--- src/rtl/dfs_pkg.sv ---
// shared constants and carriers for the data-flash command sequencer
package dfs_pkg;

  // ------------------------------------------------------------
  // register offsets on the plain register port
  // ------------------------------------------------------------
  localparam logic [3:0] REG_CONFIG = 4'h0;
  localparam logic [3:0] REG_ERR_CONFIG = 4'h1;
  localparam logic [3:0] REG_STATUS = 4'h2;
  localparam logic [3:0] REG_ERR_STATUS = 4'h3;
  localparam logic [3:0] REG_SECURITY = 4'h4;
  localparam logic [3:0] REG_PARAM_INDEX = 4'h5;
  localparam logic [3:0] REG_PARAM_WORD = 4'h6;
  localparam logic [3:0] REG_PROTECT = 4'h7;

  // ------------------------------------------------------------
  // field positions
  // ------------------------------------------------------------
  localparam int CFG_CC_IE = 0;
  localparam int ECFG_SF_IE = 0;
  localparam int ECFG_DF_IE = 1;
  localparam int ST_CMD_COMPLETE_FLAG = 7;
  localparam int ST_ACCESS_ERROR_FLAG = 5;
  localparam int ST_PVIOL = 4;
  localparam int ST_VERR = 1;
  localparam int ST_VUNC = 0;
  localparam int EST_SF = 0;
  localparam int EST_DF = 1;
  localparam int PROT_EN = 15;

  // ------------------------------------------------------------
  // command codes, indices, reset values
  // ------------------------------------------------------------
  localparam logic [7:0] CMD_PROGRAM = 8'h11;
  localparam logic [7:0] CMD_ERASE_SECTOR = 8'h12;
  localparam logic [2:0] IDX_CMD = 3'h0;
  localparam logic [2:0] IDX_ADDR = 3'h1;
  localparam logic [2:0] IDX_WORD_FIRST = 3'h2;
  localparam logic [2:0] IDX_WORD_LAST = 3'h5;
  localparam logic [22:0] SEC_BYTE_ADDR = 23'h7f_ff0f;
  localparam logic [7:0] SEC_DEFAULT = 8'hff;
  localparam logic [15:0] PROT_RESET = 16'h0000;
  localparam logic [7:0] STATUS_RESET = 8'h00;

  typedef enum logic [1:0] {
    ARR_READ,
    ARR_PROGRAM,
    ARR_ERASE,
    ARR_BLANK
  } dfs_op_e;

  typedef struct packed {
    logic req;
    dfs_op_e op;
    logic [22:0] addr;
    logic [15:0] wdata;
  } dfs_arr_req_s;

  typedef struct packed {
    logic done;
    logic err;
    logic uncorr;
    logic [15:0] rdata;
  } dfs_arr_rsp_s;

endpackage

--- src/rtl/dfs_sequencer.sv ---
// data-flash program / sector-erase command sequencer
//
// Contract
// program params: code, address, up to four words
// word count follows index at launch
// launch by clearing complete flag, then program
// program index outside 2..5 is access error
// command not allowed now is access error
// invalid or odd address is access error
// words past block end are access error
// protected area raises protection violation
// verify read error and uncorrectable flags
// host loads erase code, sector address
// erase, blank check, then complete
// erase index not one is access error
// command irq from complete flag and enable
// error irq from enabled fault flags
// wait mode runs on, irq wakes
// stop held off while command active
// security byte loaded at reset
// new security byte waits for reset
// host programs only erased words
// one to four erased words, verified
// failed launch leaves complete flag set
//
// Added by the designer: the placing of the registers and the strobed register port.
`timescale 1ns/10ps
module dfs_sequencer import dfs_pkg::*; #(
  parameter logic [22:0] DF_BASE = 23'h10_0000,
  parameter int DF_BYTES = 8192,
  parameter int SECTOR_BYTES = 256
) (
  // clock and reset
  input wire logic mclk_in,
  input wire logic sys_rst_in,
  // register port
  input wire logic [3:0] reg_addr_in,
  input wire logic [15:0] reg_wdata_in,
  input wire logic reg_wr_in,
  input wire logic reg_rd_in,
  output logic [15:0] reg_rdata_out,
  // system mode and power
  input wire logic cmd_allowed_in,
  input wire logic stop_req_in,
  output logic stop_ack_out,
  // flash array
  output dfs_arr_req_s arr_req_out,
  input wire dfs_arr_rsp_s arr_rsp_in,
  input wire logic ecc_single_in,
  input wire logic ecc_double_in,
  // interrupt requests
  output logic cmd_irq_out,
  output logic err_irq_out
);

  localparam logic [22:0] DF_LAST = 23'(int'(DF_BASE) + DF_BYTES - 1);
  localparam logic [22:0] SECTOR_MASK = 23'(SECTOR_BYTES - 1);

  typedef enum logic [2:0] {
    S_LOAD_SEC,
    S_IDLE,
    S_PROG,
    S_PVERIFY,
    S_ERASE,
    S_EVERIFY
  } dfs_state_e;

  // ------------------------------------------------------------
  // state
  // ------------------------------------------------------------
  dfs_state_e state, next_state;
  logic cmd_complete_flag, next_cmd_complete_flag;
  logic access_error_flag, next_access_error_flag;
  logic protection_violation_flag, next_protection_violation_flag;
  logic verify_error_flag, next_verify_error_flag;
  logic verify_uncorrectable_flag, next_verify_uncorrectable_flag;
  logic double_fault_flag, next_double_fault_flag;
  logic single_fault_flag, next_single_fault_flag;
  logic cmd_complete_irq_enable, next_cmd_complete_irq_enable;
  logic double_fault_irq_enable, next_double_fault_irq_enable;
  logic single_fault_irq_enable, next_single_fault_irq_enable;
  logic [7:0] security_register, next_security_register;
  logic [2:0] param_index, next_param_index;
  logic [15:0] command_param_word [0:5];
  logic [15:0] next_command_param_word [0:5];
  logic [15:0] protect, next_protect;
  logic [1:0] word_cnt, next_word_cnt;
  logic [1:0] word_last, next_word_last;
  logic [22:0] op_addr, next_op_addr;
  dfs_arr_req_s next_arr_req;

  // ------------------------------------------------------------
  // launch decode
  // ------------------------------------------------------------
  logic [7:0] cmd_code;
  logic [22:0] cmd_addr;
  logic [22:0] group_end;
  logic addr_bad;
  logic is_prog;
  logic is_erase;
  logic launch;
  logic launch_acc;
  logic launch_prot;
  logic [7:0] status_reg;

  assign cmd_code = command_param_word[IDX_CMD][15:8];
  assign cmd_addr = {command_param_word[IDX_CMD][6:0], command_param_word[IDX_ADDR]};
  assign is_prog = (cmd_code == CMD_PROGRAM);
  assign is_erase = (cmd_code == CMD_ERASE_SECTOR);
  // last byte touched by the word group, index 2 means one word
  assign group_end = cmd_addr + {19'h0, param_index - IDX_WORD_FIRST, 1'b1};
  assign addr_bad = (cmd_addr < DF_BASE) || (cmd_addr > DF_LAST) || cmd_addr[0];
  // a set access error or protection violation flag blocks launches until software clears it
  assign launch = reg_wr_in && (reg_addr_in == REG_STATUS) && reg_wdata_in[ST_CMD_COMPLETE_FLAG]
    && cmd_complete_flag && !access_error_flag && !protection_violation_flag;
  // the last byte touched decides, so a group or sector cannot reach into protection
  assign launch_prot = protect[PROT_EN]
    && (((is_prog ? group_end : (cmd_addr | SECTOR_MASK)) - DF_BASE)
    >= {7'h0, protect[14:0], 1'b0});

  always_comb begin
    launch_acc = 1'b0;
    if (!cmd_allowed_in || addr_bad) begin
      launch_acc = 1'b1;
    end else if (is_prog) begin
      if (param_index < IDX_WORD_FIRST || param_index > IDX_WORD_LAST) launch_acc = 1'b1;
      else if (group_end > DF_LAST) launch_acc = 1'b1;
    end else if (is_erase) begin
      launch_acc = (param_index != IDX_ADDR);
    end else begin
      launch_acc = 1'b1;
    end
  end

  assign status_reg = {cmd_complete_flag, 1'b0, access_error_flag, protection_violation_flag,
    2'b00, verify_error_flag, verify_uncorrectable_flag};

  // ------------------------------------------------------------
  // control next state
  // ------------------------------------------------------------
  always_comb begin
    logic wr_any;
    wr_any = reg_wr_in;
    next_state = state;
    next_cmd_complete_flag = cmd_complete_flag;
    next_access_error_flag = access_error_flag;
    next_protection_violation_flag = protection_violation_flag;
    next_verify_error_flag = verify_error_flag;
    next_verify_uncorrectable_flag = verify_uncorrectable_flag;
    next_cmd_complete_irq_enable = cmd_complete_irq_enable;
    next_double_fault_irq_enable = double_fault_irq_enable;
    next_single_fault_irq_enable = single_fault_irq_enable;
    next_security_register = security_register;
    next_param_index = param_index;
    next_command_param_word = command_param_word;
    next_protect = protect;
    next_word_cnt = word_cnt;
    next_word_last = word_last;
    next_op_addr = op_addr;
    next_arr_req = arr_req_out;
    // fault flags: set wins over a write-one clear
    next_double_fault_flag = double_fault_flag;
    next_single_fault_flag = single_fault_flag;
    if (wr_any && reg_addr_in == REG_ERR_STATUS) begin
      next_double_fault_flag = double_fault_flag & ~reg_wdata_in[EST_DF];
      next_single_fault_flag = single_fault_flag & ~reg_wdata_in[EST_SF];
    end
    next_double_fault_flag = next_double_fault_flag | ecc_double_in;
    next_single_fault_flag = next_single_fault_flag | ecc_single_in;

    if (wr_any) begin
      case (reg_addr_in)
        REG_CONFIG: next_cmd_complete_irq_enable = reg_wdata_in[CFG_CC_IE];
        REG_ERR_CONFIG: begin
          next_double_fault_irq_enable = reg_wdata_in[ECFG_DF_IE];
          next_single_fault_irq_enable = reg_wdata_in[ECFG_SF_IE];
        end
        REG_STATUS: begin
          if (reg_wdata_in[ST_ACCESS_ERROR_FLAG]) next_access_error_flag = 1'b0;
          if (reg_wdata_in[ST_PVIOL]) next_protection_violation_flag = 1'b0;
        end
        REG_PARAM_INDEX: if (cmd_complete_flag) next_param_index = reg_wdata_in[2:0];
        REG_PARAM_WORD: begin
          // parameter words are frozen while a command runs
          if (cmd_complete_flag && param_index <= IDX_WORD_LAST) begin
            next_command_param_word[param_index] = reg_wdata_in;
          end
        end
        REG_PROTECT: if (cmd_complete_flag) next_protect = reg_wdata_in;
        default: ;
      endcase
    end

    case (state)
      S_LOAD_SEC: begin
        next_arr_req.req = 1'b1;
        next_arr_req.op = ARR_READ;
        next_arr_req.addr = SEC_BYTE_ADDR;
        if (arr_rsp_in.done) begin
          next_arr_req.req = 1'b0;
          // a double fault leaves the secured default in place
          if (arr_rsp_in.uncorr) begin
            next_verify_error_flag = 1'b1;
            next_verify_uncorrectable_flag = 1'b1;
          end else begin
            next_security_register = arr_rsp_in.rdata[7:0];
          end
          next_cmd_complete_flag = 1'b1;
          next_state = S_IDLE;
        end
      end
      S_IDLE: begin
        if (launch) begin
          next_verify_error_flag = 1'b0;
          next_verify_uncorrectable_flag = 1'b0;
          if (launch_acc) begin
            next_access_error_flag = 1'b1;
          end else if (launch_prot) begin
            next_protection_violation_flag = 1'b1;
          end else begin
            next_cmd_complete_flag = 1'b0;
            next_word_cnt = 2'b00;
            next_word_last = 2'(param_index - IDX_WORD_FIRST);
            next_arr_req.req = 1'b1;
            if (is_prog) begin
              next_op_addr = cmd_addr;
              next_arr_req.op = ARR_PROGRAM;
              next_arr_req.addr = cmd_addr;
              next_arr_req.wdata = command_param_word[IDX_WORD_FIRST];
              next_state = S_PROG;
            end else begin
              next_op_addr = cmd_addr & ~SECTOR_MASK;
              next_arr_req.op = ARR_ERASE;
              next_arr_req.addr = cmd_addr & ~SECTOR_MASK;
              next_state = S_ERASE;
            end
          end
        end
      end
      S_PROG: begin
        if (arr_rsp_in.done) begin
          next_arr_req.op = ARR_READ;
          next_state = S_PVERIFY;
        end
      end
      S_PVERIFY: begin
        if (arr_rsp_in.done) begin
          if (arr_rsp_in.err || arr_rsp_in.rdata != arr_req_out.wdata) begin
            next_verify_error_flag = 1'b1;
          end
          if (arr_rsp_in.uncorr) next_verify_uncorrectable_flag = 1'b1;
          if (word_cnt == word_last) begin
            next_arr_req.req = 1'b0;
            next_cmd_complete_flag = 1'b1;
            next_state = S_IDLE;
          end else begin
            next_word_cnt = word_cnt + 2'b01;
            next_arr_req.op = ARR_PROGRAM;
            next_arr_req.addr = op_addr + {20'h0, word_cnt + 2'b01, 1'b0};
            next_arr_req.wdata = command_param_word[3'(word_cnt) + 3'h3];
            next_state = S_PROG;
          end
        end
      end
      S_ERASE: begin
        if (arr_rsp_in.done) begin
          next_arr_req.op = ARR_BLANK;
          next_state = S_EVERIFY;
        end
      end
      S_EVERIFY: begin
        if (arr_rsp_in.done) begin
          next_verify_error_flag = arr_rsp_in.err;
          next_verify_uncorrectable_flag = arr_rsp_in.uncorr;
          next_arr_req.req = 1'b0;
          next_cmd_complete_flag = 1'b1;
          next_state = S_IDLE;
        end
      end
      default: next_state = S_IDLE;
    endcase
  end

  // security_register is only ever loaded in S_LOAD_SEC, i.e. after reset
  always_ff @(posedge mclk_in) begin
    if (sys_rst_in) begin
      state <= S_LOAD_SEC;
      cmd_complete_flag <= 1'b0;
      access_error_flag <= 1'b0;
      protection_violation_flag <= 1'b0;
      verify_error_flag <= 1'b0;
      verify_uncorrectable_flag <= 1'b0;
      double_fault_flag <= 1'b0;
      single_fault_flag <= 1'b0;
      cmd_complete_irq_enable <= 1'b0;
      double_fault_irq_enable <= 1'b0;
      single_fault_irq_enable <= 1'b0;
      security_register <= SEC_DEFAULT;
      param_index <= IDX_CMD;
      for (int i = 0; i < 6; i++) command_param_word[i] <= 16'h0000;
      protect <= PROT_RESET;
      word_cnt <= 2'b00;
      word_last <= 2'b00;
      op_addr <= 23'h00_0000;
      arr_req_out <= '0;
    end else begin
      state <= next_state;
      cmd_complete_flag <= next_cmd_complete_flag;
      access_error_flag <= next_access_error_flag;
      protection_violation_flag <= next_protection_violation_flag;
      verify_error_flag <= next_verify_error_flag;
      verify_uncorrectable_flag <= next_verify_uncorrectable_flag;
      double_fault_flag <= next_double_fault_flag;
      single_fault_flag <= next_single_fault_flag;
      cmd_complete_irq_enable <= next_cmd_complete_irq_enable;
      double_fault_irq_enable <= next_double_fault_irq_enable;
      single_fault_irq_enable <= next_single_fault_irq_enable;
      security_register <= next_security_register;
      param_index <= next_param_index;
      command_param_word <= next_command_param_word;
      protect <= next_protect;
      word_cnt <= next_word_cnt;
      word_last <= next_word_last;
      op_addr <= next_op_addr;
      arr_req_out <= next_arr_req;
    end
  end

  // ------------------------------------------------------------
  // read data, one cycle after the strobe
  // ------------------------------------------------------------
  logic [15:0] next_rdata;

  always_comb begin
    next_rdata = 16'h0000;
    if (reg_rd_in) begin
      case (reg_addr_in)
        REG_CONFIG: next_rdata[CFG_CC_IE] = cmd_complete_irq_enable;
        REG_ERR_CONFIG: next_rdata[1:0] = {double_fault_irq_enable, single_fault_irq_enable};
        REG_STATUS: next_rdata[7:0] = status_reg;
        REG_ERR_STATUS: next_rdata[1:0] = {double_fault_flag, single_fault_flag};
        REG_SECURITY: next_rdata[7:0] = security_register;
        REG_PARAM_INDEX: next_rdata[2:0] = param_index;
        REG_PARAM_WORD: begin
          if (param_index <= IDX_WORD_LAST) next_rdata = command_param_word[param_index];
        end
        REG_PROTECT: next_rdata = protect;
        default: next_rdata = 16'h0000;
      endcase
    end
  end

  always_ff @(posedge mclk_in) begin
    if (sys_rst_in) begin
      reg_rdata_out <= 16'h0000;
    end else begin
      reg_rdata_out <= next_rdata;
    end
  end

  // ------------------------------------------------------------
  // interrupts and power
  // ------------------------------------------------------------
  // no clock gating here, so wait mode needs nothing beyond the irq
  assign cmd_irq_out = cmd_complete_flag && cmd_complete_irq_enable;
  assign err_irq_out = (double_fault_flag && double_fault_irq_enable)
    || (single_fault_flag && single_fault_irq_enable);
  assign stop_ack_out = stop_req_in && cmd_complete_flag;

endmodule

--- config.mk ---
export PLATFORM = sky130hd
export DESIGN_NAME = dfs_sequencer
export DESIGN_NICKNAME = d
export VERILOG_FILES = /design/src/rtl/dfs_pkg.sv /design/src/rtl/dfs_sequencer.sv
export SDC_FILE = /design/constraint.sdc
export NUM_CORES = 1
export LEC_CHECK = 0
export BUFFER_PORTS_ARGS = -buffer_cell sky130_fd_sc_hd__buf_2
export CAP_MARGIN = 20
export CORE_ASPECT_RATIO = 0.6
export CORE_MARGIN = 3
export CORE_UTILIZATION = 31
export CTS_CLUSTER_DIAMETER = 200
export DETAILED_ROUTE_END_ITERATION = 16
export GPL_TIMING_DRIVEN = 0
export PLACE_DENSITY = 0.58
export SKIP_LAST_GASP = 1
export SLEW_MARGIN = 20
export SYNTH_ARGS = -nofsm -noshare
export SYNTH_HDL_FRONTEND = slang
export SYNTH_SLANG_ARGS = --single-unit
--- constraint.sdc ---
create_clock -name mclk_in -period 11.6 [get_ports mclk_in]
set_clock_uncertainty 0.2 [all_clocks]
set_input_delay 0.58 -clock mclk_in [delete_from_list [all_inputs] [get_ports mclk_in]]
set_output_delay 0.58 -clock mclk_in [all_outputs]
set_load 0.005 [all_outputs]
==> results.txt, run 1 <==
- Via count of the first global-routing pass: about 11000
- For this design the top-level I/O count stands at between 100 and 150.
- In the synthesized netlist, the number of instances is about 1500.
* Synthesis warning total: 0
- Share of the cycle needed by the critical path after routing: between 60% and 70%
- The tightest hold path in the finished design has a slack of between 80 and 90 ps.
* Synthesized area per cell: 8.18 um2
- Grt total ovfl: 0
* Remaining antenna violation count after routing: 0
- Pre-CTS WS: about 4200 ps
- Count of buffers from port buffering: approximately 100
* Final hold violation count: 0
- Path depth of the worst reg2reg path: 20
* Cell chosen for the clock root: clkbuf_16
- Overall die height: about 160 um
* First-pass GRT wire length: between 70 and 80 mm
* Met2 wire len: 17.9 mm
- Post-CTS setup-driven buffer insertion count: 0
- Register area share after synthesis: 35.8%
- Setup slack on the worst flop-to-flop path: between 3000 and 4000 ps
- The highest layer touched by signal routing is met4.
- The first detailed-routing pass took 5 iterations.
- Setup TNS: 0 ps
- Leakage power figure: ~4.9 nW
- Kind of capture point of the worst setup path: flip-flop
- The floorplan step set the die width to between 200 and 300 um.
- Number of enable flip-flop cells after synthesis: 0
* Detailed placement HPWL: 39.4 mm
- Of all flip-flops after synthesis, the portion carrying an async set or reset was 0%.
- Data arrival at the endpoint of the critical path: ~8100 ps
* Start point of the worst min-delay path: ecc_single_in
- Vias per cell: roughly 5.7
- Critical-path cell list: clkbuf_1, clkinv_1, ha_1, inv_1, ha_1, a21oi_1, o22ai_1, nand3_1, nor2_1, xor2_1, ha_1, and4_1, o211ai_1, a31oi_1, o31a_1, o31ai_1, a41oi_1, nor2_2, buf_4, a311oi_1
* Endpoint with the worst hold slack: single_fault_flag
* Number of distinct library cell variants in the gate-level netlist after synthesis: 82
- The most used flip-flop cell after synthesis is dfxtp_1.
- The routed design uses around 8.5 mm of met3 wire.
- The largest single stage delay on the critical path is 1000 ps.
* Starting density of the core: between 30% and 40%
- Number of buffers inserted by hold repair at cts: 0
- TritonCTS buffer count: 23
* Crit path top cell by count: ha_1
- TritonCTS built the clock tree.
- The tightest min-delay check is of the primary input to flip-flop type.
- Across all setup checks in the final design, the least slack found is about 3700 ps.
* Max-cap violations: 0
- Max Transition Viols Final: 0
- After detailed routing, the total wire length is 50.9 mm.
- The critical path is of the flip-flop to flip-flop type.
- Cells with a size suffix above 1 make up roughly 15% of the layout.
- CTS built an H-tree with a depth of 1.
- Counting both buffers and inverters, the worst setup path holds a total of 4.
- Measured against its own limit, the worst slew margin works out to roughly a fifth.
* Number of gates resized after cts: 0
* Largest buffer count on any clock path: 3
- Syn_nets: approximately 1600
- Routability-driven placement congestion ratio: 0.957
- Highest achievable clock rate: between 100 and 150 MHz
- Largest delay contributor family on the critical path: compound AO/OA/AOI/OAI gates
- Post-route met1 wirelength: between 20 and 25 mm
* Core Footprint: ~0.038 mm2
- For this block, the initial DRC count from the detailed router was around 1700.
- Clock Latency Late Sink: 530 ps
- Clock period minus worst slack: between 7000 and 8000 ps
* # fillers: between 3000 and 4000
- Die Footprint: between 0.04 and 0.05 mm2
* Total power divided by cell area: roughly 120 mW/mm2
- Run status: finished clean
- WL per Instance: between 20 and 25 um
- In the routed design, unresolved DRC markers number 0.
* Worst-case vdd ir drop: approximately 0.089 mV
* Flop and latch count out of synthesis: about 220
- Clock-pin slew was measured on the worst setup and hold paths at approximately 70 ps.
* Launch instance of the worst register-to-register path: param_index[2]
- Final nets: roughly 1700
- Total routing usage reported by global routing: between 20 and 25%
- Among all stages on the critical path, the largest delay is contributed by o31ai_1.
* Total via count after detailed routing: 12400
* Worst Setup Start Kind: flip-flop
* End of the worst register-to-register path: arr_req_out[33]
- At the pin with the least slew margin, the transition time is between 1000 and 1500 ps.
- The area growth from synthesis to layout is 15.6%.
- Required arrival time at the worst endpoint: around 12000 ps
- Entering global routing, the biggest net connects 14 pins.
* Setup-failing EPs final: 0
* Number of antenna violations at the first check in global routing: 1
- Worst hold path stage count: 3
* Number of sinks on the clock net: 221
* Synthesized cell area: ~0.012 mm2
- For this run, the share of the core covered by cells in the final layout is a little under two fifths.
- Max FO, Critical Path: 12
- Unrepaired setup endpoints after global routing: false
- The repair_antennas step left the layout with diodes totalling 0.
* Floorplan row count: 55
==> worst min-delay path: stages <==
cell,delay (ps)
buf_2,80
a21oi_1,40
nor2_1,70
==> area by class of cell <==
| type | instances | area [um2] | area share, % |
|---|---|---|---|
| Timing Repair Buffer | 101 | 505 | 3.54 |
| Sequential cell | 221 | 4420 | 31.0 |
| Tap cell | 513 | 642 | 4.50 |
| Clock inverter | 5 | 78.8 | 0.552 |
| Inverter | 37 | 139 | 0.973 |
| Buffer | 119 | 512 | 3.58 |
| Multi-Input combinational cell | 1134 | 7280 | 51.0 |
| Clock buffer | 35 | 691 | 4.84 |
==> kinds of logic (layout without fill, tap and decap cells) <==
logic type	Yosys count	in the layout	share of synthesized area, %
mux	99	99	11.9
compound gates	350	350	17.4
simple gates	599	599	22.5
fa+ha+maj	32	32	3.34
xor+xnor	54	54	3.83
buf+inv	156	297	5.27
flops	221	221	35.8
==> cell usage after synthesis, types with 15 or more instances <==
| library cell | n | area share (%) |
|---|---|---|
| a211oi_1 | 15 | 0.91 |
| a21oi_1 | 176 | 7.1 |
| a221oi_1 | 17 | 1.2 |
| a22oi_1 | 15 | 0.91 |
| clkbuf_1 | 91 | 2.8 |
| dfxtp_1 | 221 | 36 |
| ha_1 | 29 | 2.9 |
| inv_1 | 36 | 1.1 |
| mux2_2 | 25 | 2.3 |
| mux2i_1 | 33 | 2.7 |
| mux4_2 | 32 | 5.8 |
| nand2_1 | 304 | 9.2 |
| nand3_1 | 49 | 2.0 |
| nand4_1 | 29 | 1.5 |
| nor2_1 | 80 | 2.4 |
| nor2b_1 | 23 | 1.2 |
| nor3_1 | 31 | 1.3 |
| o21ai_0 | 55 | 2.2 |
| xnor2_1 | 23 | 1.6 |
| xor2_1 | 31 | 2.2 |
==> per-stage QoR <==
| stage | std cells | area [um2] | total power, mW |
|---|---|---|---|
| after floorplan | 1511 | 12400 | 0.872 |
| after detailed placement | 2125 | 13500 | 0.934 |
| after CTS | 2165 | 14300 | 1.70 |
| final | 2165 | 14300 | 1.70 |
| after global routing | 2165 | 14300 | 1.74 |
| after global placement | 2125 | 13500 | 0.932 |
==> how the worst max path moves through the flow <==
stage                              start              end  slack, ps  depth (start not counted)
final                     param_index[2]  arr_req_out[33]       3720                         20
after CTS                 param_index[2]  arr_req_out[33]       4170                         20
after detailed placement  param_index[2]  arr_req_out[26]       4240                         19
after global routing      param_index[2]  arr_req_out[18]       3440                         19
after floorplan           param_index[2]  arr_req_out[10]       6070                         21
after global placement    param_index[2]  arr_req_out[37]       4250                         19
==> state kept, by name, indices dropped and copies added, names as in the netlist, 2 cells and up <==
signal and cells:
cmd_addr 23, command_param_word 65, state 3, op_addr 23, word_cnt 2, reg_rdata_out 16
cmd_code 8, arr_req_out 42, param_index 3, protect 16, word_last 2, security_register 8
==> placed cells by master, fill, tap and decap left out, types with 9 or more instances in the layout <==
master,n
a211oi_1,15
a21oi_1,176
a221oi_1,17
a22oi_1,15
and2_1,12
and3_1,12
buf_2,114
clkbuf_1,96
clkbuf_16,23
dfxtp_1,221
ha_1,29
inv_1,36
mux2_2,25
mux2_4,9
mux2i_1,33
mux4_2,32
nand2_1,304
nand3_1,49
nand4_1,29
nor2_1,80
nor2b_1,23
nor3_1,31
nor3b_1,14
nor4_1,9
o21ai_0,55
xnor2_1,23
xor2_1,31
==> where the power goes <==
part | internal, mW | total, mW | leakage [nW] | switching [mW]
registers | 0.775 | 0.785 | 1.79 | 0.0107
clock network | 0.453 | 0.776 | 0.380 | 0.322
logic | 0.0451 | 0.136 | 2.75 | 0.0910
==> routing by layer <==
metal	track usage (%)	up-vias
li1	-	5621
met1	35.7	5935
met2	28.2	804
met3	11.3	72
met4	4.03	0
met5	0	-
Power figures use the tool's default switching activity.
==> run 2, diff against run 1 <==
--- a/config.mk
+++ b/config.mk
@@ -13,7 +13,7 @@
 export CTS_CLUSTER_DIAMETER = 200
 export DETAILED_ROUTE_END_ITERATION = 16
 export GPL_TIMING_DRIVEN = 0
-export PLACE_DENSITY = 0.58
+export PLACE_DENSITY = 0.6
 export SKIP_LAST_GASP = 1
 export SLEW_MARGIN = 20
 export SYNTH_ARGS = -nofsm -noshare
==> constraint.sdc (replaced) <==
create_clock -name mclk_in -period 6.9 [get_ports mclk_in]
set_clock_uncertainty 0.2 [all_clocks]
set_input_delay 0.345 -clock mclk_in [delete_from_list [all_inputs] [get_ports mclk_in]]
set_output_delay 0.345 -clock mclk_in [all_outputs]
set_load 0.005 [all_outputs]
==> results.txt, run 2 (synthesized netlist as in run 1, its figures left out) <==
- The run finished with clean final reports.
- Crit path from: param_index[2]
- Starting density of the core: 32.1%
- For this run, the slowest stage of the critical path takes roughly 600 ps.
- Data arrives at the worst endpoint at 6710 ps.
- Setup TNS: 0 ps
- Input and output buffers added on the ports amount to 101.
- Worst path slowest cell: o21ai_1
* Relative slew slack: between 20 and 30%
* Floorplan row count: 55
- The count of nets left with antenna violations once routing finished came out at 0.
- Dividing the detail-routed via count by the number of cells gives between 5 and 6.
* Number of DRC violations after detailed-routing iteration 0: 1954
* Commonest non-fill, non-tap cells in the layout: nand2_1 (304), dfxtp_1 (221), a21oi_1 (176)
* Area grow syn2layout: 17.8%
- The floorplan step defined a die boundary enclosing between 0.04 and 0.05 mm2.
- The worst-case IR drop observed on VDD is between 0.1 and 0.15 mV.
* Routability-driven placement congestion ratio: about 0.96
* Launch instance of the worst register-to-register path: param_index[2]
* Die Span X: between 200 and 300 um
- Number of sinks on the clock net: about 220
* Residual DRC: 0
- Leaving out fill and tap cells, the most frequent cell in the layout is nand2_1.
- First-pass GRT wire length: between 70 and 80 mm
- Kind of capture point of the worst setup path: flip-flop
- Share of the cycle needed by the critical path after routing: between 90 and 100%
* TritonCTS buffer count: 23
- The number of placed instances, taps included, is about 2100.
* Core Footprint: 0.0385 mm2
* Crit path top cell by count: ha_1
- Via count of the first global-routing pass: around 12000
* Top Ports: about 110
* Total via count after detailed routing: 12600
- Overall die height: about 160 um
- # fillers: 3949
- Required arrival time at the worst endpoint: roughly 7100 ps
- Area taken by flip-flops and latches: between 0.004 and 0.005 mm2
- Across the run, the number of max-cap violations was 0.
- The register with the most flip-flops in the final layout is command_param_word.
* CTS tree: built
- Clock transition at the register clock pins on the worst setup and hold paths after CTS: about 70 ps
- The first detailed-routing pass ran for 6 iterations.
* Critical path start-end classification: flip-flop to flip-flop
* Smallest hold slack: 22.1 ps
- Worst Setup Start Kind: flip-flop
- Antenna diode count: 0
* Max FO, Critical Path: 12
- The number of max-slew violations in the final report came to 0.
- Critical-path cell list: clkbuf_2, clkinv_2, ha_1, inv_1, ha_1, a21oi_1, o22ai_2, nand3_1, nor3_1, nand3_1, xnor2_1, ha_1, xnor2_1, nor4b_2, mux2i_1, or4_1, a32oi_2, nand2_1, o21ai_1, a211oi_1
- The worst hold path belongs to the class primary input to flip-flop.
- Measured slew at the worst slew-check pin: approximately 1100 ps
* Post-route total power: roughly 2.9 mW
- Grt total ovfl: 0
- Summed over all layers, the routed wires come to 51.2 mm.
- Power spread over the standard cell area amounts to approximately 200 mW/mm2.
* Final non-filler cell total: approximately 2200
- The analysis attributes to cell leakage a power of approximately 5.0 nW.
* Final nets: ~1700
* Registers with the most flip-flops: command_param_word: 65 flops, arr_req_out: 42 flops
- Area of the multi-input gates: ~0.0073 mm2
- Setup repair after global routing left no endpoint under its margin.
- In the final routed layout, each cell accounts on average for between 20 and 25 um.
- H-tree depth: 1
* Setup slack on the worst flop-to-flop path: 370 ps
- Based on the critical path, the design can be clocked at up to 153 MHz.
- After clock tree synthesis, the setup repair step added 0 buffers.
* Final hold violation count: 0
* Cell chosen for the clock root: clkbuf_16
* Share of post-route cells with drive strength above 1: roughly 15%
* Number of antenna violations at the first check in global routing: 3
- Setup violations remaining at the end of the flow were counted as 0.
* Total routing usage reported by global routing: between 20% and 30%
- Entering global routing, the biggest net connects 16 pins.
* Clock period minus worst slack: between 6000 and 7000 ps
- The worst hold path begins at reg_wdata_in[8].
- No sink is reached through more buffers than the 3 on the longest clock path.
- Flip-flop count of the largest register after layout: between 60 and 70
* Detailed placement HPWL: roughly 39 mm
* Clock Latency Late Sink: roughly 540 ps
[run 2: changes by cell type in the layout (fill, tap and decap cells not counted), moves of 2 or more]
cell and delta:
dlygate4sd3_1 +25, clkbuf_8 -2, clkinvlp_4 +5, clkbuf_1 -3
[run 2: worst max-delay path, delay by kind of cell, from the launching register on]
kind                     cells  cell delay, ps
flip-flops                   1             490
adder cells (fa/ha/maj)      3             980
AO/OA/AOI/OAI                5            1680
buffers and inverters        3             770
multiplexers                 1             100
AND/OR/NAND/NOR              6            1810
XOR/XNOR                     2             350
[run 2: per-layer routing]
metal  up-vias  GRT usage (%)  wire length, um
met5         -           1.69              143
met4         8           3.40              703
met3        59           12.4             8730
met2       824           29.2            18300
met1      6028           35.0            23400
li1       5662              -                -
[run 2: timing repair]
item,CTS,global route
resized for setup,3,2
pin swaps,0,0
setup endpoints to repair,59,48
hold endpoints to repair,93,0
hold buffers,25,0
[run 2: cell type report]
| cell class | instances | area share [%] |
|---|---|---|
| plain buffers | 119 | 3.53 |
| clock buffers | 31 | 4.51 |
| clock inverters | 10 | 0.800 |
| inverters | 37 | 0.963 |
| multi-input cells | 1134 | 50.2 |
| flip-flops and latches | 221 | 30.4 |
| well taps | 513 | 4.41 |
| repair buffers | 126 | 5.19 |
[run 2: power breakdown]
| group | switching (mW) | internal, mW | leakage (nW) | total [mW] |
|---|---|---|---|---|
| Clock | 0.564 | 0.745 | 0.364 | 1.31 |
| Sequential | 0.0180 | 1.30 | 1.79 | 1.32 |
| Combinational | 0.156 | 0.0856 | 2.86 | 0.242 |
| Total | 0.738 | 2.13 | 5.02 | 2.87 |
[run 2: through the flow]
step	area [um2]	setup WS [ps]	util, %
floorplan	12400	1370	-
global placement	13500	-246	35.1
detailed placement	13500	-333	35.1
CTS	14500	366	37.8
global route	14500	39.1	37.8
finish	14500	370	37.8
[run 2: final timing paths]
check                               end  cells past startpoint
setup / recovery        arr_req_out[18]                     20
hold / removal              cmd_addr[8]                      3
setup reg to reg        arr_req_out[18]                     20
hold reg to reg   command_param_word[1]                      2
